--- src/rtl/baud_pkg.sv ---
// Constants, divisor table and register map of the dual rate generator.
// Assumes one 50 MHz system clock; all pins are asynchronous to it.
package baud_pkg;

    localparam int SEL_W = 4;
    localparam int DIV_W = 15;
    localparam int NUM_RATES = 16;
    localparam int ADDR_W = 8;
    localparam int DATA_W = 32;
    localparam int CFG_W = 4;
    localparam int PIN_W = 16;

    // Clock and timing
    localparam int CLK_PERIOD_NS = 20;
    localparam int STROBE_MIN_NS = 150;
    localparam int STROBE_MIN_CYCLES = (STROBE_MIN_NS + CLK_PERIOD_NS - 1) / CLK_PERIOD_NS;
    localparam int NOMINAL_IN_HZ = 5068800;
    localparam int SWITCH_MAX_PERIODS = 18;

    // Default divisor table for a 5.0688 MHz master, sixteen-times clocks
    localparam logic [DIV_W-1:0] DIV_ROM [NUM_RATES] = '{
        15'h18C0, 15'h1080, 15'h0B40, 15'h0933,
        15'h0840, 15'h0420, 15'h0210, 15'h0108,
        15'h00B0, 15'h009E, 15'h0084, 15'h0058,
        15'h0042, 15'h002C, 15'h0021, 15'h0010
    };
    localparam logic [DIV_W-1:0] DIV_RESET = DIV_ROM[0];
    localparam logic [SEL_W-1:0] CODE_RESET = 4'h0;

    // Synchronised pin vector layout
    localparam int PIN_MCLK = 15;
    localparam int PIN_RXSEL = 11;
    localparam int PIN_RXSTB = 10;
    localparam int PIN_TXSEL = 6;
    localparam int PIN_TXSTB = 5;
    localparam int PIN_SEL = 1;
    localparam int PIN_STB = 0;

    // Register byte offsets
    localparam logic [ADDR_W-1:0] REG_CONFIG = 8'h00;
    localparam logic [ADDR_W-1:0] REG_STATUS = 8'h04;
    localparam logic [ADDR_W-1:0] REG_RX_DIV = 8'h08;
    localparam logic [ADDR_W-1:0] REG_TX_DIV = 8'h0C;

    // Config fields
    localparam int CFG_SINGLE = 0;
    localparam int CFG_REF_EN = 1;
    localparam int CFG_RX_EN = 2;
    localparam int CFG_TX_EN = 3;
    localparam logic [CFG_W-1:0] CFG_RESET = 4'hE;

    // Status fields
    localparam int STAT_RX_CODE = 0;
    localparam int STAT_TX_CODE = 4;
    localparam int STAT_RX_STB = 8;
    localparam int STAT_TX_STB = 9;
    localparam int STAT_STB = 10;
    localparam int STAT_RX_OUT = 11;
    localparam int STAT_TX_OUT = 12;
    localparam int STAT_REF_OUT = 13;

    localparam logic [1:0] RESP_OKAY = 2'h0;
    localparam logic [1:0] RESP_SLVERR = 2'h2;
    localparam logic [1:0] RESP_DECERR = 2'h3;

    function automatic logic [DIV_W-1:0] rom_divisor(input logic [SEL_W-1:0] code);
        return DIV_ROM[code];
    endfunction

    function automatic logic [DIV_W-1:0] high_count(input logic [DIV_W-1:0] div);
        return div >> 1;
    endfunction

endpackage

--- src/rtl/rate_if.sv ---
// Carrier between the top and one rate divider.
// Assumes both ends run on the same system clock.
`timescale 1ns/10ps
`default_nettype none
interface rate_if;
    import baud_pkg::*;
    logic tick;
    logic [SEL_W-1:0] code;
    logic out;
    logic [DIV_W-1:0] divisor;
    modport core (input tick, input code, output out, output divisor);
    modport ctrl (output tick, output code, input out, input divisor);
endinterface
`default_nettype wire

--- src/rtl/baud_rate_gen.sv ---
// Dual baud rate generator: two rate dividers, quarter reference, AXI4-Lite regs.
// Assumes all pins are asynchronous to clk_in and the master clock is slower
// than a quarter of clk_in so every edge is seen after synchronising.
//
// Our own choices: the AXI4-Lite interface to the registers and the address map.
`timescale 1ns/10ps
`default_nettype none
module baud_rate_gen (
    input wire logic clk_in,
    input wire logic rst_b_in,
    input wire logic master_clock_in_a_in,
    input wire logic [baud_pkg::SEL_W-1:0] rx_sel_in,
    input wire logic rx_select_latch_pulse_in,
    input wire logic [baud_pkg::SEL_W-1:0] tx_sel_in,
    input wire logic tx_select_latch_pulse_in,
    input wire logic [baud_pkg::SEL_W-1:0] sel_in,
    input wire logic select_latch_pulse_in,
    output logic rx_rate_out,
    output logic tx_rate_out,
    output logic single_rate_out,
    output logic ref_clock_out,
    input wire logic [baud_pkg::ADDR_W-1:0] awaddr_in,
    input wire logic awvalid_in,
    output logic awready_out,
    input wire logic [baud_pkg::DATA_W-1:0] wdata_in,
    input wire logic [3:0] wstrb_in,
    input wire logic wvalid_in,
    output logic wready_out,
    output logic [1:0] bresp_out,
    output logic bvalid_out,
    input wire logic bready_in,
    input wire logic [baud_pkg::ADDR_W-1:0] araddr_in,
    input wire logic arvalid_in,
    output logic arready_out,
    output logic [baud_pkg::DATA_W-1:0] rdata_out,
    output logic [1:0] rresp_out,
    output logic rvalid_out,
    input wire logic rready_in
);
    import baud_pkg::*;

    typedef struct packed {
        logic [PIN_W-1:0] pins_meta;
        logic [PIN_W-1:0] pins_sync;
        logic mclk_prev;
        logic [SEL_W-1:0] rx_code;
        logic [SEL_W-1:0] tx_code;
        logic [CFG_W-1:0] cfg;
        logic [1:0] ref_cnt;
        logic rx_rate;
        logic tx_rate;
        logic single_rate;
        logic ref_clk;
        logic aw_rdy;
        logic aw_have;
        logic [ADDR_W-1:0] aw_addr;
        logic w_rdy;
        logic w_have;
        logic [DATA_W-1:0] w_data;
        logic [3:0] w_strb;
        logic bvalid;
        logic [1:0] bresp;
        logic ar_rdy;
        logic rvalid;
        logic [DATA_W-1:0] rdata;
        logic [1:0] rresp;
    } top_state_type;

    top_state_type st_r;
    top_state_type st_nxt;

    // Reset image: codes at zero, config at its default, bus idle
    localparam top_state_type RESET_STATE = '{
        pins_meta: '0,
        pins_sync: '0,
        mclk_prev: 1'b0,
        rx_code: CODE_RESET,
        tx_code: CODE_RESET,
        cfg: CFG_RESET,
        ref_cnt: '0,
        rx_rate: 1'b0,
        tx_rate: 1'b0,
        single_rate: 1'b0,
        ref_clk: 1'b0,
        aw_rdy: 1'b0,
        aw_have: 1'b0,
        aw_addr: '0,
        w_rdy: 1'b0,
        w_have: 1'b0,
        w_data: '0,
        w_strb: '0,
        bvalid: 1'b0,
        bresp: '0,
        ar_rdy: 1'b0,
        rvalid: 1'b0,
        rdata: '0,
        rresp: '0
    };

    rate_if rx_link ();
    rate_if tx_link ();

    logic [PIN_W-1:0] pins_raw;
    logic mclk_tick;

    assign pins_raw = {master_clock_in_a_in, rx_sel_in, rx_select_latch_pulse_in,
                       tx_sel_in, tx_select_latch_pulse_in, sel_in, select_latch_pulse_in};

    // One pulse per master clock rising edge, seen after synchronising
    assign mclk_tick = st_r.pins_sync[PIN_MCLK] & ~st_r.mclk_prev;

    assign rx_link.tick = mclk_tick;
    assign rx_link.code = st_r.rx_code;
    assign tx_link.tick = mclk_tick;
    assign tx_link.code = st_r.tx_code;

    rate_divider rx_divider (
        .clk_in(clk_in),
        .rst_b_in(rst_b_in),
        .port_io(rx_link.core)
    );

    rate_divider tx_divider (
        .clk_in(clk_in),
        .rst_b_in(rst_b_in),
        .port_io(tx_link.core)
    );

    function automatic logic [ADDR_W-3:0] word_of(input logic [ADDR_W-1:0] addr);
        return addr[ADDR_W-1:2];
    endfunction

    typedef enum logic [2:0] {
        HIT_CONFIG = 3'b000,
        HIT_STATUS = 3'b001,
        HIT_RX_DIV = 3'b010,
        HIT_TX_DIV = 3'b011,
        HIT_NONE = 3'b100
    } reg_hit_type;

    // Shared by the read and write channels
    function automatic reg_hit_type decode_reg(input logic [ADDR_W-1:0] addr);
        reg_hit_type hit;
        if (word_of(addr) == word_of(REG_CONFIG)) begin
            hit = HIT_CONFIG;
        end else if (word_of(addr) == word_of(REG_STATUS)) begin
            hit = HIT_STATUS;
        end else if (word_of(addr) == word_of(REG_RX_DIV)) begin
            hit = HIT_RX_DIV;
        end else if (word_of(addr) == word_of(REG_TX_DIV)) begin
            hit = HIT_TX_DIV;
        end else begin
            hit = HIT_NONE;
        end
        return hit;
    endfunction

    always_comb begin
        logic single;
        logic [DATA_W-1:0] status;
        reg_hit_type ar_hit;
        reg_hit_type aw_hit;
        single = st_r.cfg[CFG_SINGLE];
        status = '0;
        ar_hit = decode_reg(araddr_in);
        aw_hit = decode_reg(st_r.aw_addr);
        st_nxt = st_r;

        // Two-flop synchronisers for every pin
        st_nxt.pins_meta = pins_raw;
        st_nxt.pins_sync = st_r.pins_meta;
        st_nxt.mclk_prev = st_r.pins_sync[PIN_MCLK];

        // Level-sensitive select latches
        if (single) begin
            if (st_r.pins_sync[PIN_STB]) begin
                st_nxt.rx_code = st_r.pins_sync[PIN_SEL +: SEL_W];
            end
        end else begin
            if (st_r.pins_sync[PIN_RXSTB]) begin
                st_nxt.rx_code = st_r.pins_sync[PIN_RXSEL +: SEL_W];
            end
            if (st_r.pins_sync[PIN_TXSTB]) begin
                st_nxt.tx_code = st_r.pins_sync[PIN_TXSEL +: SEL_W];
            end
        end

        // Quarter rate reference
        if (mclk_tick) begin
            st_nxt.ref_cnt = st_r.ref_cnt + 2'h1;
        end
        st_nxt.ref_clk = st_r.cfg[CFG_REF_EN] & st_nxt.ref_cnt[1];

        // Output stage
        st_nxt.rx_rate = st_r.cfg[CFG_RX_EN] & ~single & rx_link.out;
        st_nxt.tx_rate = st_r.cfg[CFG_TX_EN] & ~single & tx_link.out;
        st_nxt.single_rate = single & rx_link.out;

        // Write address and data taken in either order
        if (awvalid_in && st_r.aw_rdy) begin
            st_nxt.aw_have = 1'b1;
            st_nxt.aw_addr = awaddr_in;
            st_nxt.aw_rdy = 1'b0;
        end else if (!st_r.aw_have && !st_r.bvalid) begin
            st_nxt.aw_rdy = 1'b1;
        end
        if (wvalid_in && st_r.w_rdy) begin
            st_nxt.w_have = 1'b1;
            st_nxt.w_data = wdata_in;
            st_nxt.w_strb = wstrb_in;
            st_nxt.w_rdy = 1'b0;
        end else if (!st_r.w_have && !st_r.bvalid) begin
            st_nxt.w_rdy = 1'b1;
        end

        if (st_r.aw_have && st_r.w_have && !st_r.bvalid) begin
            st_nxt.aw_have = 1'b0;
            st_nxt.w_have = 1'b0;
            st_nxt.bvalid = 1'b1;
            if (aw_hit == HIT_CONFIG) begin
                if (st_r.w_strb[0]) begin
                    st_nxt.cfg = st_r.w_data[CFG_W-1:0];
                end
                st_nxt.bresp = RESP_OKAY;
            end else if (aw_hit == HIT_STATUS) begin
                st_nxt.bresp = RESP_SLVERR;
            end else if (aw_hit == HIT_RX_DIV) begin
                st_nxt.bresp = RESP_SLVERR;
            end else if (aw_hit == HIT_TX_DIV) begin
                st_nxt.bresp = RESP_SLVERR;
            end else begin
                st_nxt.bresp = RESP_DECERR;
            end
        end else if (st_r.bvalid && bready_in) begin
            st_nxt.bvalid = 1'b0;
        end

        // Read channel
        status[STAT_RX_CODE +: SEL_W] = st_r.rx_code;
        status[STAT_TX_CODE +: SEL_W] = st_r.tx_code;
        status[STAT_RX_STB] = st_r.pins_sync[PIN_RXSTB];
        status[STAT_TX_STB] = st_r.pins_sync[PIN_TXSTB];
        status[STAT_STB] = st_r.pins_sync[PIN_STB];
        status[STAT_RX_OUT] = rx_link.out;
        status[STAT_TX_OUT] = tx_link.out;
        status[STAT_REF_OUT] = st_r.ref_clk;

        if (arvalid_in && st_r.ar_rdy) begin
            st_nxt.ar_rdy = 1'b0;
            st_nxt.rvalid = 1'b1;
            st_nxt.rresp = RESP_OKAY;
            if (ar_hit == HIT_CONFIG) begin
                st_nxt.rdata = {{(DATA_W-CFG_W){1'b0}}, st_r.cfg};
            end else if (ar_hit == HIT_STATUS) begin
                st_nxt.rdata = status;
            end else if (ar_hit == HIT_RX_DIV) begin
                st_nxt.rdata = {{(DATA_W-DIV_W){1'b0}}, rx_link.divisor};
            end else if (ar_hit == HIT_TX_DIV) begin
                st_nxt.rdata = {{(DATA_W-DIV_W){1'b0}}, tx_link.divisor};
            end else begin
                st_nxt.rdata = '0;
                st_nxt.rresp = RESP_DECERR;
            end
        end else if (st_r.rvalid && rready_in) begin
            st_nxt.rvalid = 1'b0;
        end else if (!st_r.rvalid) begin
            st_nxt.ar_rdy = 1'b1;
        end
    end

    always_ff @(posedge clk_in) begin
        if (!rst_b_in) begin
            st_r <= RESET_STATE;
        end else begin
            st_r <= st_nxt;
        end
    end

    assign rx_rate_out = st_r.rx_rate;
    assign tx_rate_out = st_r.tx_rate;
    assign single_rate_out = st_r.single_rate;
    assign ref_clock_out = st_r.ref_clk;
    assign awready_out = st_r.aw_rdy;
    assign wready_out = st_r.w_rdy;
    assign bvalid_out = st_r.bvalid;
    assign bresp_out = st_r.bresp;
    assign arready_out = st_r.ar_rdy;
    assign rvalid_out = st_r.rvalid;
    assign rdata_out = st_r.rdata;
    assign rresp_out = st_r.rresp;

endmodule
`default_nettype wire

--- src/rtl/rate_divider.sv ---
// One programmable rate divider counting master clock ticks.
// Assumes tick is a one-cycle pulse per master clock rising edge.
`timescale 1ns/10ps
`default_nettype none
module rate_divider (
    input wire logic clk_in,
    input wire logic rst_b_in,
    rate_if.core port_io
);
    import baud_pkg::*;

    typedef struct packed {
        logic [SEL_W-1:0] code;
        logic [DIV_W-1:0] div;
        logic [DIV_W-1:0] cnt;
        logic out;
    } div_state_type;

    div_state_type st_r;
    div_state_type st_nxt;

    always_comb begin
        logic [DIV_W-1:0] new_div;
        logic [DIV_W-1:0] cnt_next;
        new_div = rom_divisor(port_io.code);
        cnt_next = '0;
        st_nxt = st_r;
        if (port_io.code != st_r.code) begin
            // Restart at once on a new code
            st_nxt.code = port_io.code;
            st_nxt.div = new_div;
            st_nxt.cnt = '0;
            st_nxt.out = (high_count(new_div) != '0);
        end else if (port_io.tick) begin
            // Modulus up to 2^15-1
            if (st_r.cnt >= st_r.div - 15'h0001) begin
                cnt_next = '0;
            end else begin
                cnt_next = st_r.cnt + 15'h0001;
            end
            st_nxt.cnt = cnt_next;
            st_nxt.out = (cnt_next < high_count(st_r.div));
        end
    end

    always_ff @(posedge clk_in) begin
        if (!rst_b_in) begin
            st_r <= '{code: CODE_RESET, div: DIV_RESET, cnt: '0, out: 1'b0};
        end else begin
            st_r <= st_nxt;
        end
    end

    assign port_io.out = st_r.out;
    assign port_io.divisor = st_r.div;

endmodule
`default_nettype wire

--- config.mk ---
export PLATFORM = sky130hd
export DESIGN_NAME = baud_rate_gen
export DESIGN_NICKNAME = d
export VERILOG_FILES = /design/src/rtl/baud_pkg.sv /design/src/rtl/rate_if.sv /design/src/rtl/baud_rate_gen.sv /design/src/rtl/rate_divider.sv
export SDC_FILE = /design/constraint.sdc
export NUM_CORES = 1
export LEC_CHECK = 0
export ABC_CLOCK_PERIOD_IN_PS = 5400
export CORE_MARGIN = 3
export CORE_UTILIZATION = 39
export CTS_CLUSTER_SIZE = 30
export DETAILED_ROUTE_END_ITERATION = 10
export DONT_BUFFER_PORTS = 1
export GPL_TIMING_DRIVEN = 0
export PLACE_DENSITY = 0.59
export SLEW_MARGIN = 10
export SYNTH_ARGS = -nofsm -noshare
export SYNTH_HDL_FRONTEND = slang
export SYNTH_SLANG_ARGS = --single-unit
--- constraint.sdc ---
create_clock -name clk_in -period 5.4 [get_ports clk_in]
set_input_delay 0.54 -clock clk_in [delete_from_list [all_inputs] [get_ports clk_in]]
set_output_delay 0.54 -clock clk_in [all_outputs]
set_load 0.02 [all_outputs]
### Yosys cells after proc, flatten, opt, wreduce, memory -nomap -nowiden

Memory sizes are Yosys's and may differ from the RTL's.
Cells that the tools add are included.

* input bits: 75
* bits in read-only memories: 480
* bits in latches: 0
* RAM bits: 0
* flip-flop bits (word level): 177
* memories kept: 2
* word-level logic and storage cells: 150

* shift operators: 0
* reduce and logical (&&, ||, !) cells: 33
* equality and inequality tests: 15
* bitwise gates (word level): 14
* div/mod/pow operators: 0
* add/subtract/negate cells: 5
* $mul: 0
* mux-type cells: 42
* order comparisons: 6

Memories
* (no name shown): words 16, width 15, rd ports 1, clocked after Yosys merged registers in 0, wr ports 0, RTL line baud_pkg.sv:67 `return DIV_ROM[code];`
* (no name shown): words 16, width 15, rd ports 1, clocked after Yosys merged registers in 0, wr ports 0, RTL line baud_pkg.sv:67

Operators with widths (count)
* $mux 15: 14
* $add 15x1->15 const B: 2
* $ge 15x15->1: 2
* $lt 15x14->1: 2
* $reduce_bool 15->1: 2
* $sub 15x1->15 const B: 2
* $eq 6x2->1 const B: 4
* $mux 3: 8
* $mux 2: 8
* $eq 3x2->1 const B: 4
* $eq 6x1->1 const B: 2
* $logic_not 6->1: 2
* $mux 4: 3
* $reduce_or 2->1: 6
* $ge 5x5->1 const B: 2
* $not 4->5: 2
* $reduce_bool 2->1: 5
* $logic_and 1x1->1: 9
* $mux 1: 9
* $ne 4x4->1: 2
* $and 1x1->1: 7
* $eq 3x1->1 const B: 2
* $logic_not 3->1: 2
* $reduce_and 2->1: 3
* 5 further kinds: 11

### Logic depth before layout (Yosys ltp)

Gate-level depths: netlist (run 1).

* depth in word-level cells: 10
* mapped depth: 20
* depth with buffers taken out: 19

### Cells and area by module

Synthesis (run 1) repeated with hierarchy kept, for this count alone.

* cells, all modules: 1130
* area, all modules: 9267.6 um2

By module, submodules not included
* baud_rate_gen: times used 1, cells an instance 356, seq. area each 1741.7 um2, area each 3358.2 um2
* rate_divider (rx_divider): times used 1, cells an instance 401, seq. area each 660.6 um2, area each 2977.9 um2
* rate_divider (tx_divider): times used 1, cells an instance 373, seq. area each 660.6 um2, area each 2931.6 um2

### Worst setup path before layout (run 1)

No wires, ideal clock.

* path type: reg-to-reg
* from: register rx_divider.st_r, in the netlist rx_divider.port_io.divisor[2]
* to: register rx_divider.st_r, in the netlist rx_divider.port_io.out
* stages on the path, launching flop included: 18
* slack: 1.330 ns
* arrival time: 3.991 ns
* data required time: 5.321 ns
* clock period less this slack: 4.070 ns
* cell sequence: dfxtp_1 -> nor4_2 -> nand2_1 -> nor4_1 -> nand2_1 -> or4_1 -> ha_1 -> a21o_1 -> a221o_1 -> a21o_1 -> clkbuf_1 -> nor2_1 -> ha_1 -> a21o_1 -> a21o_1 -> a21oi_1 -> o311ai_0 -> a22oi_1

* word-level cells in the longest chain between the ends: 8

RTL lines
* start: declaration: RTL line rate_divider.sv:19 `div_state_type st_r;`
* start signal: assignment: RTL line rate_divider.sv:48 `st_r <= '{code: CODE_RESET, div: DIV_RESET, cnt: '0, out: 1'b0};`
* start signal: assignment: RTL line rate_divider.sv:50 `st_r <= st_nxt;`
* $sub 15x1->15: RTL line rate_divider.sv:36 `if (st_r.cnt >= st_r.div - 15'h0001) begin`
* $ge 15x15->1: RTL line rate_divider.sv:36
* $mux 15: RTL line rate_divider.sv:36
* $mux 15: RTL line rate_divider.sv:34 `end else if (port_io.tick) begin`
* $mux 15: RTL line rate_divider.sv:28 `if (port_io.code != st_r.code) begin`
* $lt 15x14->1 (*): RTL line rate_divider.sv:42 `st_nxt.out = (cnt_next < high_count(st_r.div));`
* $mux 1 (*): RTL line rate_divider.sv:34
* $mux 1 (*): RTL line rate_divider.sv:28

Mark *: on every way between the ends. The rest lies on a longest branch, timed or not. The select of a mux whose other input is x is not followed.
A chain may end at the register's enable or synchronous reset.

### Worst setup path in the final report (run 1)

Same ends and word-level chain as after synthesis.

==> impl_results.md, run 1 <==
- Max transition margin: 47.2%
- Clock latency on the worst-skew pair: 0.43 ns
- Synthesis-to-finish area growth: 11.7%
- Row count: 54
- Nets: 1,249
- Synth area leader: dfxtp_1
- Post-synth top area share: 34.8%
- Synthesis Warnings: 0
- Most instantiated cells after synthesis: dfxtp_1 (152), nand2_1 (109), nor2_1 (88), a21oi_1 (66), ha_1 (64)
- Seq cells post-synth: 152
- TritonCTS Sinks: 152
- Vias in the first global route: 7,160
- CTS Buf Count: 17
- Global-route wire length before repair: 38,600 um
- Max Cap Viol: 0
- Prevailing post-synth register cell: dfxtp_1
- Drt pass-1 iters: 5
- Final Slew Violations: 0
- Ys async rst share: 0%
- Wire length per cell: 17.0 um
- Clk root buf: clkbuf_16
- Min Tclk post-route: 4.84 ns
- Max Root-Sink Buffers: 2
- Max frequency: 207 MHz
- Critical-path cell list: nor4_2 -> nand2_1 -> nor4_1 -> nand2_1 -> or4_1 -> ha_1 -> nand4_1 -> nor3_1 -> a21o_1 -> clkbuf_1 -> nor2_1 -> ha_1 -> a21o_1 -> a21o_1 -> a21oi_1 -> o311ai_0 -> a22oi_1
- Worst ir drop on vdd: 0.000227 V
- Syn Std Cell Area: 8750 um^2
- Worst endpoint data arrival time: 5.19 ns
- Ant. Diodes: 0
- Pre-CTS setup slack: 0.592 ns
- Die Footprint: 24,300 um^2
- Leakage: 0.00388 uW
- Hold Fails Final Rpt: 0
- Port Buffers: 0
- Die H: 156 um
- Final WL: 23,800 um
- Post-synth EDFFs: 0
- Vias: 7,543
- Final WS setup: 0.558 ns
- Clock Skews: 0.0128 ns
- Layout cells sized above 1: 8.19%
- Status: completed
- Setup_tns: 0 ns
- Top cells by area, synth: dfxtp_1 (35%), ha_1 (9.1%), nand2_1 (4.7%)
- CTS resizes: 0
- Worst stage delay on the critical path: 0.46 ns
- Ports: 120
- Clock H-tree levels: 4
- Critical Path Most Common Cell: a21o_1
- Total GRT Usage: 19.8%
- # hold bufs at CTS: 0
- CTS clk-pin slew, worst paths: 0.07 ns
- Slowest-stage cell, CP: nor4_2
- Pwr dens: 290 nW/um^2
- Kind of critical path: reg -> reg
- Initial antenna violation count: 0
- Slew @ Worst Pin: 0.784 ns
- Sequential share of the synthesized area: 34.8%
- Initial Utilization: 39.9%
- Cells after Synth: 1,074
- Final period utilization: 89.7%
- Hold Crit Class: in -> reg
- DPL Wire Length: 18,200 um
- Number of fill cells in the layout: 2,224
- Postcts setup bufs: 0
- Initial DRC count: 405
- Required time of the worst setup path: 5.74 ns
- Routed Antenna Nets: 0
- Placement-stage cell area: 9170 um^2
- Post-Layout Inst Area: 9780 um^2
- Unique masters post-synth: 59
- Core area: 22,000 um^2
- Final setup violating endpoints: 0
- Crit-path max FO: 10
- RSZ-0062 raised after global routing: false
- Post-DR vias/cell: 5.38
- DRC Markers: 0
- Synthesized area per cell: 8.15 um^2
- Endpoint class of the critical path: flip-flop
- Routability Congestion: 0.892
- CTS tree: built
- Inst Count DP: 1,371
- Most frequent cell after synthesis: dfxtp_1
- Setup crit start kind: flip-flop
- Congestion Overflow GR: 0
- Die Width: 156 um
- Finished Layout Cells: 1,403
- Largest net degree at the start of global routing: 18
==> cell usage in the layout (no fill, tap or decap), types with 7 or more instances in the layout <==
cell type  instances
a211oi_1          19
nand3_1           50
xor2_1            15
nor2b_1            8
mux2i_1           14
nand4_1           20
a21o_1            20
clkbuf_16         17
buf_4             36
a31oi_1           19
or4_1             16
buf_2              7
nor2_1            88
nand2_1          109
nor4_1            10
ha_1              64
o211ai_1           8
or3_1             10
or2_2              7
o221ai_1          13
nor3_1            28
and2_1            41
inv_1             46
clkbuf_1          52
a21oi_1           66
o21ai_0           36
nand2b_1           7
xnor2_1           39
dfxtp_1          152
o22ai_1            7
conb_1            18
==> final cells by class <==
| class | instances | area [um^2] | share of cell area, % |
|---|---|---|---|
| Sequential cell | 152 | 3040 | 31.1 |
| Buffer | 99 | 523 | 5.35 |
| Clock buffer | 18 | 439 | 4.49 |
| Clock inverter | 14 | 171 | 1.75 |
| Inverter | 47 | 176 | 1.80 |
| Tap cell | 280 | 350 | 3.58 |
| Multi-Input combinational cell | 793 | 5070 | 51.9 |
==> worst max-delay path, delay by kind of cell (launching register included) <==
kind                       cells  cell delay [ns]
AOI/OAI and AO/OA              6             1.29
buffers and inverters          1             0.36
DFF                            1             0.39
adders and majority gates      2             0.61
and+or+nand+nor                8             2.08
==> registers in the layout, indices dropped and copies added, names as in the netlist, 2 cells and up <==
register	flops
tx_link.code	4
st_r	35
rx_divider.st_r	19
rx_divider.port_io.divisor	13
st_nxt	17
tx_divider.port_io.divisor	13
tx_divider.st_r	19
rx_link.code	4
bresp_out	2
rdata_out	14
==> where the power goes <==
group | internal [uW] | switching (uW)
clock | 679 | 557
combinational | 142 | 240
sequential | 1170 | 48.6
total | 1990 | 846
==> metal layers <==
metal	wire, um	part of all wire (%)	global-route usage [%]
met5	0	0	0
met4	315	1.3	5.38
met3	1260	5.3	4.30
met2	10600	44	31.0
met1	11700	49	27.8
==> kinds of logic (layout without fill, tap and decap cells) <==
group / after synthesis / count (layout) / synth area share [%]
other cells: 1 / 18 / 0.0428
simple gates: 412 / 412 / 23.3
buf+inv: 146 / 178 / 7.99
mux: 19 / 19 / 2.50
xor+xnor: 54 / 54 / 5.40
compound gates: 226 / 226 / 16.9
flops: 152 / 152 / 34.8
fa+ha+maj: 64 / 64 / 9.15
==> through the flow <==
| stage | util [%] | hold slack, ns | power, uW |
|---|---|---|---|
| 5_1_grt | 44.5 | 0.222 | 2960 |
| 4_1_cts | 44.5 | 0.214 | 2860 |
| 2_1_floorplan | - | 0.412 | 1510 |
| 3_5_place_dp | 41.7 | 0.419 | 1620 |
| 6_report | 44.5 | 0.234 | 2840 |
| 3_3_place_gp | 41.7 | 0.416 | 1620 |
==> path summary, 6_finish.rpt <==
| check | from | endpoint | slack, ns | depth (start not counted) |
|---|---|---|---|---|
| max | rx_divider.port_io.divisor[2] | rx_divider.port_io.out | 0.56 | 17 |
| min | sel_in[1] | st_nxt[108] | 0.23 | 1 |
| max reg2reg | rx_divider.port_io.divisor[2] | rx_divider.port_io.out | 0.56 | 17 |
| min reg2reg | st_nxt[112] | st_r[112] | 0.43 | 1 |
No activity file was read; power rests on OpenSTA's default activity.
==> run 2: changes to the inputs <==
Settings changed: CORE_ASPECT_RATIO from default to 1.5, PLACE_DENSITY 0.59 to 0.63.
==> impl_results.md, run 2 (synthesis results as in run 1) <==
- Max reg flops: 35 (unchanged)
- M2 GR Usage: 36.1% (+5.2 points)
- Setup_tns: 0 ns (unchanged)
- Layout cells sized above 1: 8.10% (-0.089 points)
- CTS clk-pin slew, worst paths: 0.07 ns (about the same)
- Worst hold slack: 0.237 ns (+0.00378 ns)
- Leakage: 0.00386 uW (-0.51%)
- Row count: 66 (+22%)
- Pwr dens: 287 nW/um^2 (-1.1%)
- Most Crowded Layer GR: met2
- Required time of the worst setup path: 5.74 ns (about the same)
- Clock Skews: 0.00764 ns (-0.00511 ns)
- Die Footprint: 24,300 um^2 (+0.15%)
- Initial Utilization: 40.0% (+0.14 points)
- Routed Antenna Nets: 0 (unchanged)
- Final Slew Violations: 0 (unchanged)
- Final setup violating endpoints: 0 (unchanged)
- Clock latency on the worst-skew pair: 0.42 ns (about the same)
- Largest net degree at the start of global routing: 17 (-1)
- Wire length per cell: 17.1 um (+0.31%)
- Met3 global-route usage: 3.90% (-0.40 points)
- Nets: 1,249 (unchanged)
- CTS Buf Count: 17 (unchanged)
- Kind of critical path: reg -> reg
- Initial antenna violation count: 0 (unchanged)
- Routability Congestion: 0.886 (-0.76%)
- Worst endpoint data arrival time: 5.30 ns (+0.11 ns)
- Final WL: 23,800 um (-0.26%)
- Hold Crit Class: in -> reg
- Critical path origin: rx_divider.port_io.divisor[2]
- Worst r2r src: rx_divider.port_io.divisor[2]
- Global-route wire length before repair: 38,200 um (-1.1%)
- Crit-path max FO: 10 (unchanged)
- Max Root-Sink Buffers: 2 (unchanged)
- Most frequent cells in the layout: dfxtp_1 (152), nand2_1 (109), nor2_1 (88), a21oi_1 (66), ha_1 (64)
- Ant. Diodes: 0 (unchanged)
- Hold Fails Final Rpt: 0 (unchanged)
- Max frequency: 202 MHz (-2.4%)
- Congestion Overflow GR: 0 (unchanged)
- Max Cap Viol: 0 (unchanged)
- TritonCTS Sinks: 152 (unchanged)
- GR Util met1: 21.7% (-6.0 points)
- Core area: 21,900 um^2 (-0.34%)
- Final period utilization: 91.9% (+2.2 points)
- Worst ir drop on vdd: 0.000291 V (+28%)
- Vias in the first global route: 7,488 (+4.6%)
- Ports: 120 (unchanged)
- Endpoint class of the critical path: flip-flop
- CTS resizes: 0 (unchanged)
- Max transition margin: 46.4% (-0.80 points)
- Core Util, Final: 44.6% (about the same)
- DPL Wire Length: 18,600 um (+2.1%)
- Slew @ Worst Pin: 0.803 ns (+0.0193 ns)
- Vias: 7,574 (+0.41%)
- Hold path start: sel_in[2]
- Min Tclk post-route: 4.96 ns (+0.118 ns)
- DRC Markers: 0 (unchanged)
- Initial DRC count: 335 (-17%)
- Port Buffers: 0 (unchanged)
- Postcts setup bufs: 0 (unchanged)
- Total GRT Usage: 19.6% (-0.19 points)
- # hold bufs at CTS: 0 (unchanged)
- Status: completed
- Clk root buf: clkbuf_16
- Synthesis-to-finish area growth: 11.4%
- Die Width: 128 um (-18%)
- Drt pass-1 iters: 5 (unchanged)
- Largest regs: st_r: 35 flops, rx_divider.st_r: 19 flops, tx_divider.st_r: 19 flops
- Setup crit start kind: flip-flop
- Biggest register: st_r
- RSZ-0062 raised after global routing: false
- Clock H-tree levels: 4 (unchanged)
- CTS tree: built
- Die H: 189 um (+22%)
- Post-DR vias/cell: 5.43 (+0.99%)
- Most common cell after layout, fill and taps aside: dfxtp_1
## run 2: layer usage
metal | vias to the layer above | routed length, um
met1 | 3531 | 9720
met2 | 175 | 12500
met4 | 0 | 697
met3 | 40 | 897
li1 | 3828 | -
met5 | - | 0
## run 2: critical path: stages (launching register included)
cell and delay (ns):
dfxtp_1 0.40, nor4_2 0.48, nand2_1 0.17, nor4_1 0.33, nand2_1 0.13, or4_1 0.43
ha_1 0.32, nand4_1 0.12, nor3_1 0.35, a21o_1 0.37, clkbuf_1 0.39, nor2_1 0.11
ha_1 0.30, a21o_1 0.17, a21o_1 0.16, a21oi_1 0.24, o311ai_0 0.19, a22oi_1 0.23
## run 2: worst paths after layout
kind | to | slack (ns) | depth (start not counted)
worst max-delay path | rx_divider.port_io.out | 0.44 | 17
worst min-delay path | st_nxt[109] | 0.24 | 1
worst max register to register | rx_divider.port_io.out | 0.44 | 17
worst min register to register | st_r[117] | 0.43 | 1
## run 2: power by group
part           switching [uW]  internal [uW]  total [uW]
logic                     235            142         377
registers                51.3           1170        1220
clock network             505            693        1200
total                     791           2000        2790
## run 2: final cells by class
cell class,count,area [um^2]
flip-flops and latches,152,3040
clock inverters,14,163
well taps,272,340
multi-input cells,793,5070
plain buffers,99,523
clock buffers,18,429
fillers,2165,12100
inverters,47,176
## run 2: through the flow
step	std cells	setup WS, ns	power [uW]	area [um^2]
finish	1395	0.440	2790	9750
global route	1395	0.0445	2910	9750
CTS	1395	0.444	2820	9750
detailed placement	1363	0.488	1620	9160
global placement	1363	0.505	1610	9160
floorplan	1091	1.33	1510	8820
==> run 3: changes to the inputs <==
Settings changed: CORE_UTILIZATION 39 to 59, CTS_CLUSTER_SIZE 30 to default, PLACE_DENSITY 0.63 to 0.85.
==> impl_results.md, run 3 (synthesis results as in run 1) <==
- Ports: 120 (unchanged)
- Total GRT Usage: 28.8% (+9.1 points)
- Final WL: 23,200 um (-2.7%)
- Crit-path max FO: 10 (unchanged)
- Initial antenna violation count: 0 (unchanged)
- Routability Congestion: 0.960 (+8.4%)
- Hold Fails Final Rpt: 0 (unchanged)
- Worst endpoint data arrival time: 5.39 ns (+0.09 ns)
- Die H: 155 um (-18%)
- Congestion Overflow GR: 0 (unchanged)
- CTS Buf Count: 17 (unchanged)
- CTS tree: built
- Status: completed
- Worst ir drop on vdd: 0.000244 V (-16%)
- Switching Fraction: 30.9% (+2.6 points)
- Max frequency: 198 MHz (-2.0%)
- Clock Skews: 0.0183 ns (+0.0106 ns)
- Internal power: 1940 uW (-3.4%)
- Endpoint class of the critical path: flip-flop
- Final setup violating endpoints: 0 (unchanged)
- Post-Layout Inst Area: 9660 um^2 (-0.94%)
- Die Width: 105 um (-18%)
- Drt pass-1 iters: 5 (unchanged)
- Biggest register: st_r
- Clock power share: 43.1% (+0.3 points)
- Final Slew Violations: 0 (unchanged)
- Required time of the worst setup path: 5.73 ns (about the same)
- Number of fill cells in the layout: 1,097 (-49%)
- Ant. Diodes: 0 (unchanged)
- Max reg flops: 35 (unchanged)
- TritonCTS Sinks: 152 (unchanged)
- Largest net degree at the start of global routing: 19 (+2)
- Postcts setup bufs: 0 (unchanged)
- RSZ-0062 raised after global routing: false
- Slew @ Worst Pin: 0.733 ns (-0.0703 ns)
- Wire length per cell: 17.6 um (+3.3%)
- Max Root-Sink Buffers: 2 (unchanged)
- # hold bufs at CTS: 0 (unchanged)
- Post-DR vias/cell: 6.02 (+11%)
- Sequential share of power: 43.5% (-0.2 points)
- Vias in the first global route: 7,752 (+3.5%)
- Leakage: 0.00386 uW (about the same)
- Hold Crit Class: in -> reg
- Area of the multi-input gates: 5070 um^2 (unchanged)
- Critical Path Most Common Cell: a21o_1
- Port Buffers: 0 (unchanged)
- Min Tclk post-route: 5.06 ns (+0.0988 ns)
- Setup crit start kind: flip-flop
- Nets: 1,249 (unchanged)
- Pwr dens: 290 nW/um^2 (+1.2%)
- Final period utilization: 93.7% (+1.8 points)
- Global-route wire length before repair: 37,900 um (-0.67%)
- Clock H-tree levels: 4 (unchanged)
- Critical-path cell list: nor4_2 -> nand2_1 -> nor4_1 -> nand2_1 -> or4_1 -> ha_1 -> nand4_1 -> nor3_1 -> a21o_1 -> clkbuf_1 -> nor2_1 -> ha_1 -> a21o_1 -> a21o_1 -> a21oi_1 -> o311ai_0 -> a22oi_1
- Layout cells sized above 1: 8.19% (+0.089 points)
- DPL Wire Length: 17,200 um (-7.1%)
- Slowest-stage cell, CP: nor4_2
- Clk root buf: clkbuf_16
- Initial Utilization: 61.4% (+21 points)
- Die Footprint: 16,400 um^2 (-33%)
- Most frequent cells in the layout: dfxtp_1 (152), nand2_1 (109), nor2_1 (88), a21oi_1 (66), ha_1 (64)
- Vias: 7,911 (+4.4%)
- Combinational power share: 13.4% (about the same)
- Net Sw Power: 867 uW (+9.6%)
- CTS clk-pin slew, worst paths: 0.07 ns (about the same)
- CP bufs+invs: 1 (unchanged)
- Setup_tns: 0 ns (unchanged)
- Max Cap Viol: 0 (unchanged)
- Kind of critical path: reg -> reg
- Largest regs: st_r: 35 flops, rx_divider.st_r: 19 flops, tx_divider.st_r: 19 flops
- Synthesis-to-finish area growth: 10.3%
- Row count: 53 (-20%)
- Placement-stage cell area: 9060 um^2 (-1.1%)
- Initial DRC count: 460 (+37%)
- Routed Antenna Nets: 0 (unchanged)
- Most common cell after layout, fill and taps aside: dfxtp_1
- DRC Markers: 0 (unchanged)
- Max transition margin: 51.1% (+4.7 points)
- Core area: 14,300 um^2 (-35%)
- Clock latency on the worst-skew pair: 0.43 ns (about the same)
- Worst stage delay on the critical path: 0.49 ns (about the same)
- CTS resizes: 0 (unchanged)
- Register area: 3040 um^2 (unchanged)
- Crit path max-delay family: simple AND/OR/NAND/NOR gates
[run 3: power by group through the flow]
stage	logic, uW	clock network (uW)	registers, uW
finish	376	1210	1220
CTS	372	1210	1220
floorplan	290	0	1220
global placement	357	0	1240
detailed placement	368	0	1240
global route	422	1260	1220
[run 3: worst reg2reg max path, stage by stage (launching register included)]
cell      delay (ns)
dfxtp_1         0.39
nor4_2          0.49
nand2_1         0.16
nor4_1          0.34
nand2_1         0.17
or4_1           0.42
ha_1            0.31
nand4_1         0.12
nor3_1          0.34
a21o_1          0.33
clkbuf_1        0.37
nor2_1          0.10
ha_1            0.29
a21o_1          0.18
a21o_1          0.16
a21oi_1         0.24
o311ai_0        0.28
a22oi_1         0.28
[run 3: area by class of cell]
cell class / count / share of cell area, %
Clock inverter: 15 / 1.81
Inverter: 47 / 1.83
Tap cell: 192 / 2.49
Multi-Input combinational cell: 793 / 52.5
Clock buffer: 17 / 4.40
Sequential cell: 152 / 31.5
Buffer: 99 / 5.42
[run 3: routing by layer]
metal,track usage [%],up-vias,share of wire (%)
met5,0,-,0
met4,19.7,0,6.6
met3,5.65,121,6.8
met2,50.7,364,49
met1,30.7,3590,37
li1,-,3836,-
[run 3: final timing paths]
| path | depth (start not counted) | startpoint | endpoint | slack [ns] |
|---|---|---|---|---|
| worst max-delay path | 17 | rx_divider.port_io.divisor[2] | rx_divider.port_io.out | 0.34 |
| worst min-delay path | 1 | tx_sel_in[0] | st_nxt[112] | 0.23 |
| worst max register to register | 17 | rx_divider.port_io.divisor[2] | rx_divider.port_io.out | 0.34 |
| worst min register to register | 1 | st_nxt[117] | st_r[117] | 0.43 |
[run 3: per-stage QoR]
stage | instances | util, % | power, uW | setup WS (ns) | hold slack (ns)
global placement | 1283 | 63.5 | 1600 | 0.565 | 0.414
global route | 1315 | 67.7 | 2910 | 0.0153 | 0.230
CTS | 1315 | 67.7 | 2800 | 0.437 | 0.224
detailed placement | 1283 | 63.5 | 1610 | 0.528 | 0.418
floorplan | 1091 | - | 1510 | 1.33 | 0.412
finish | 1315 | 67.7 | 2800 | 0.341 | 0.227
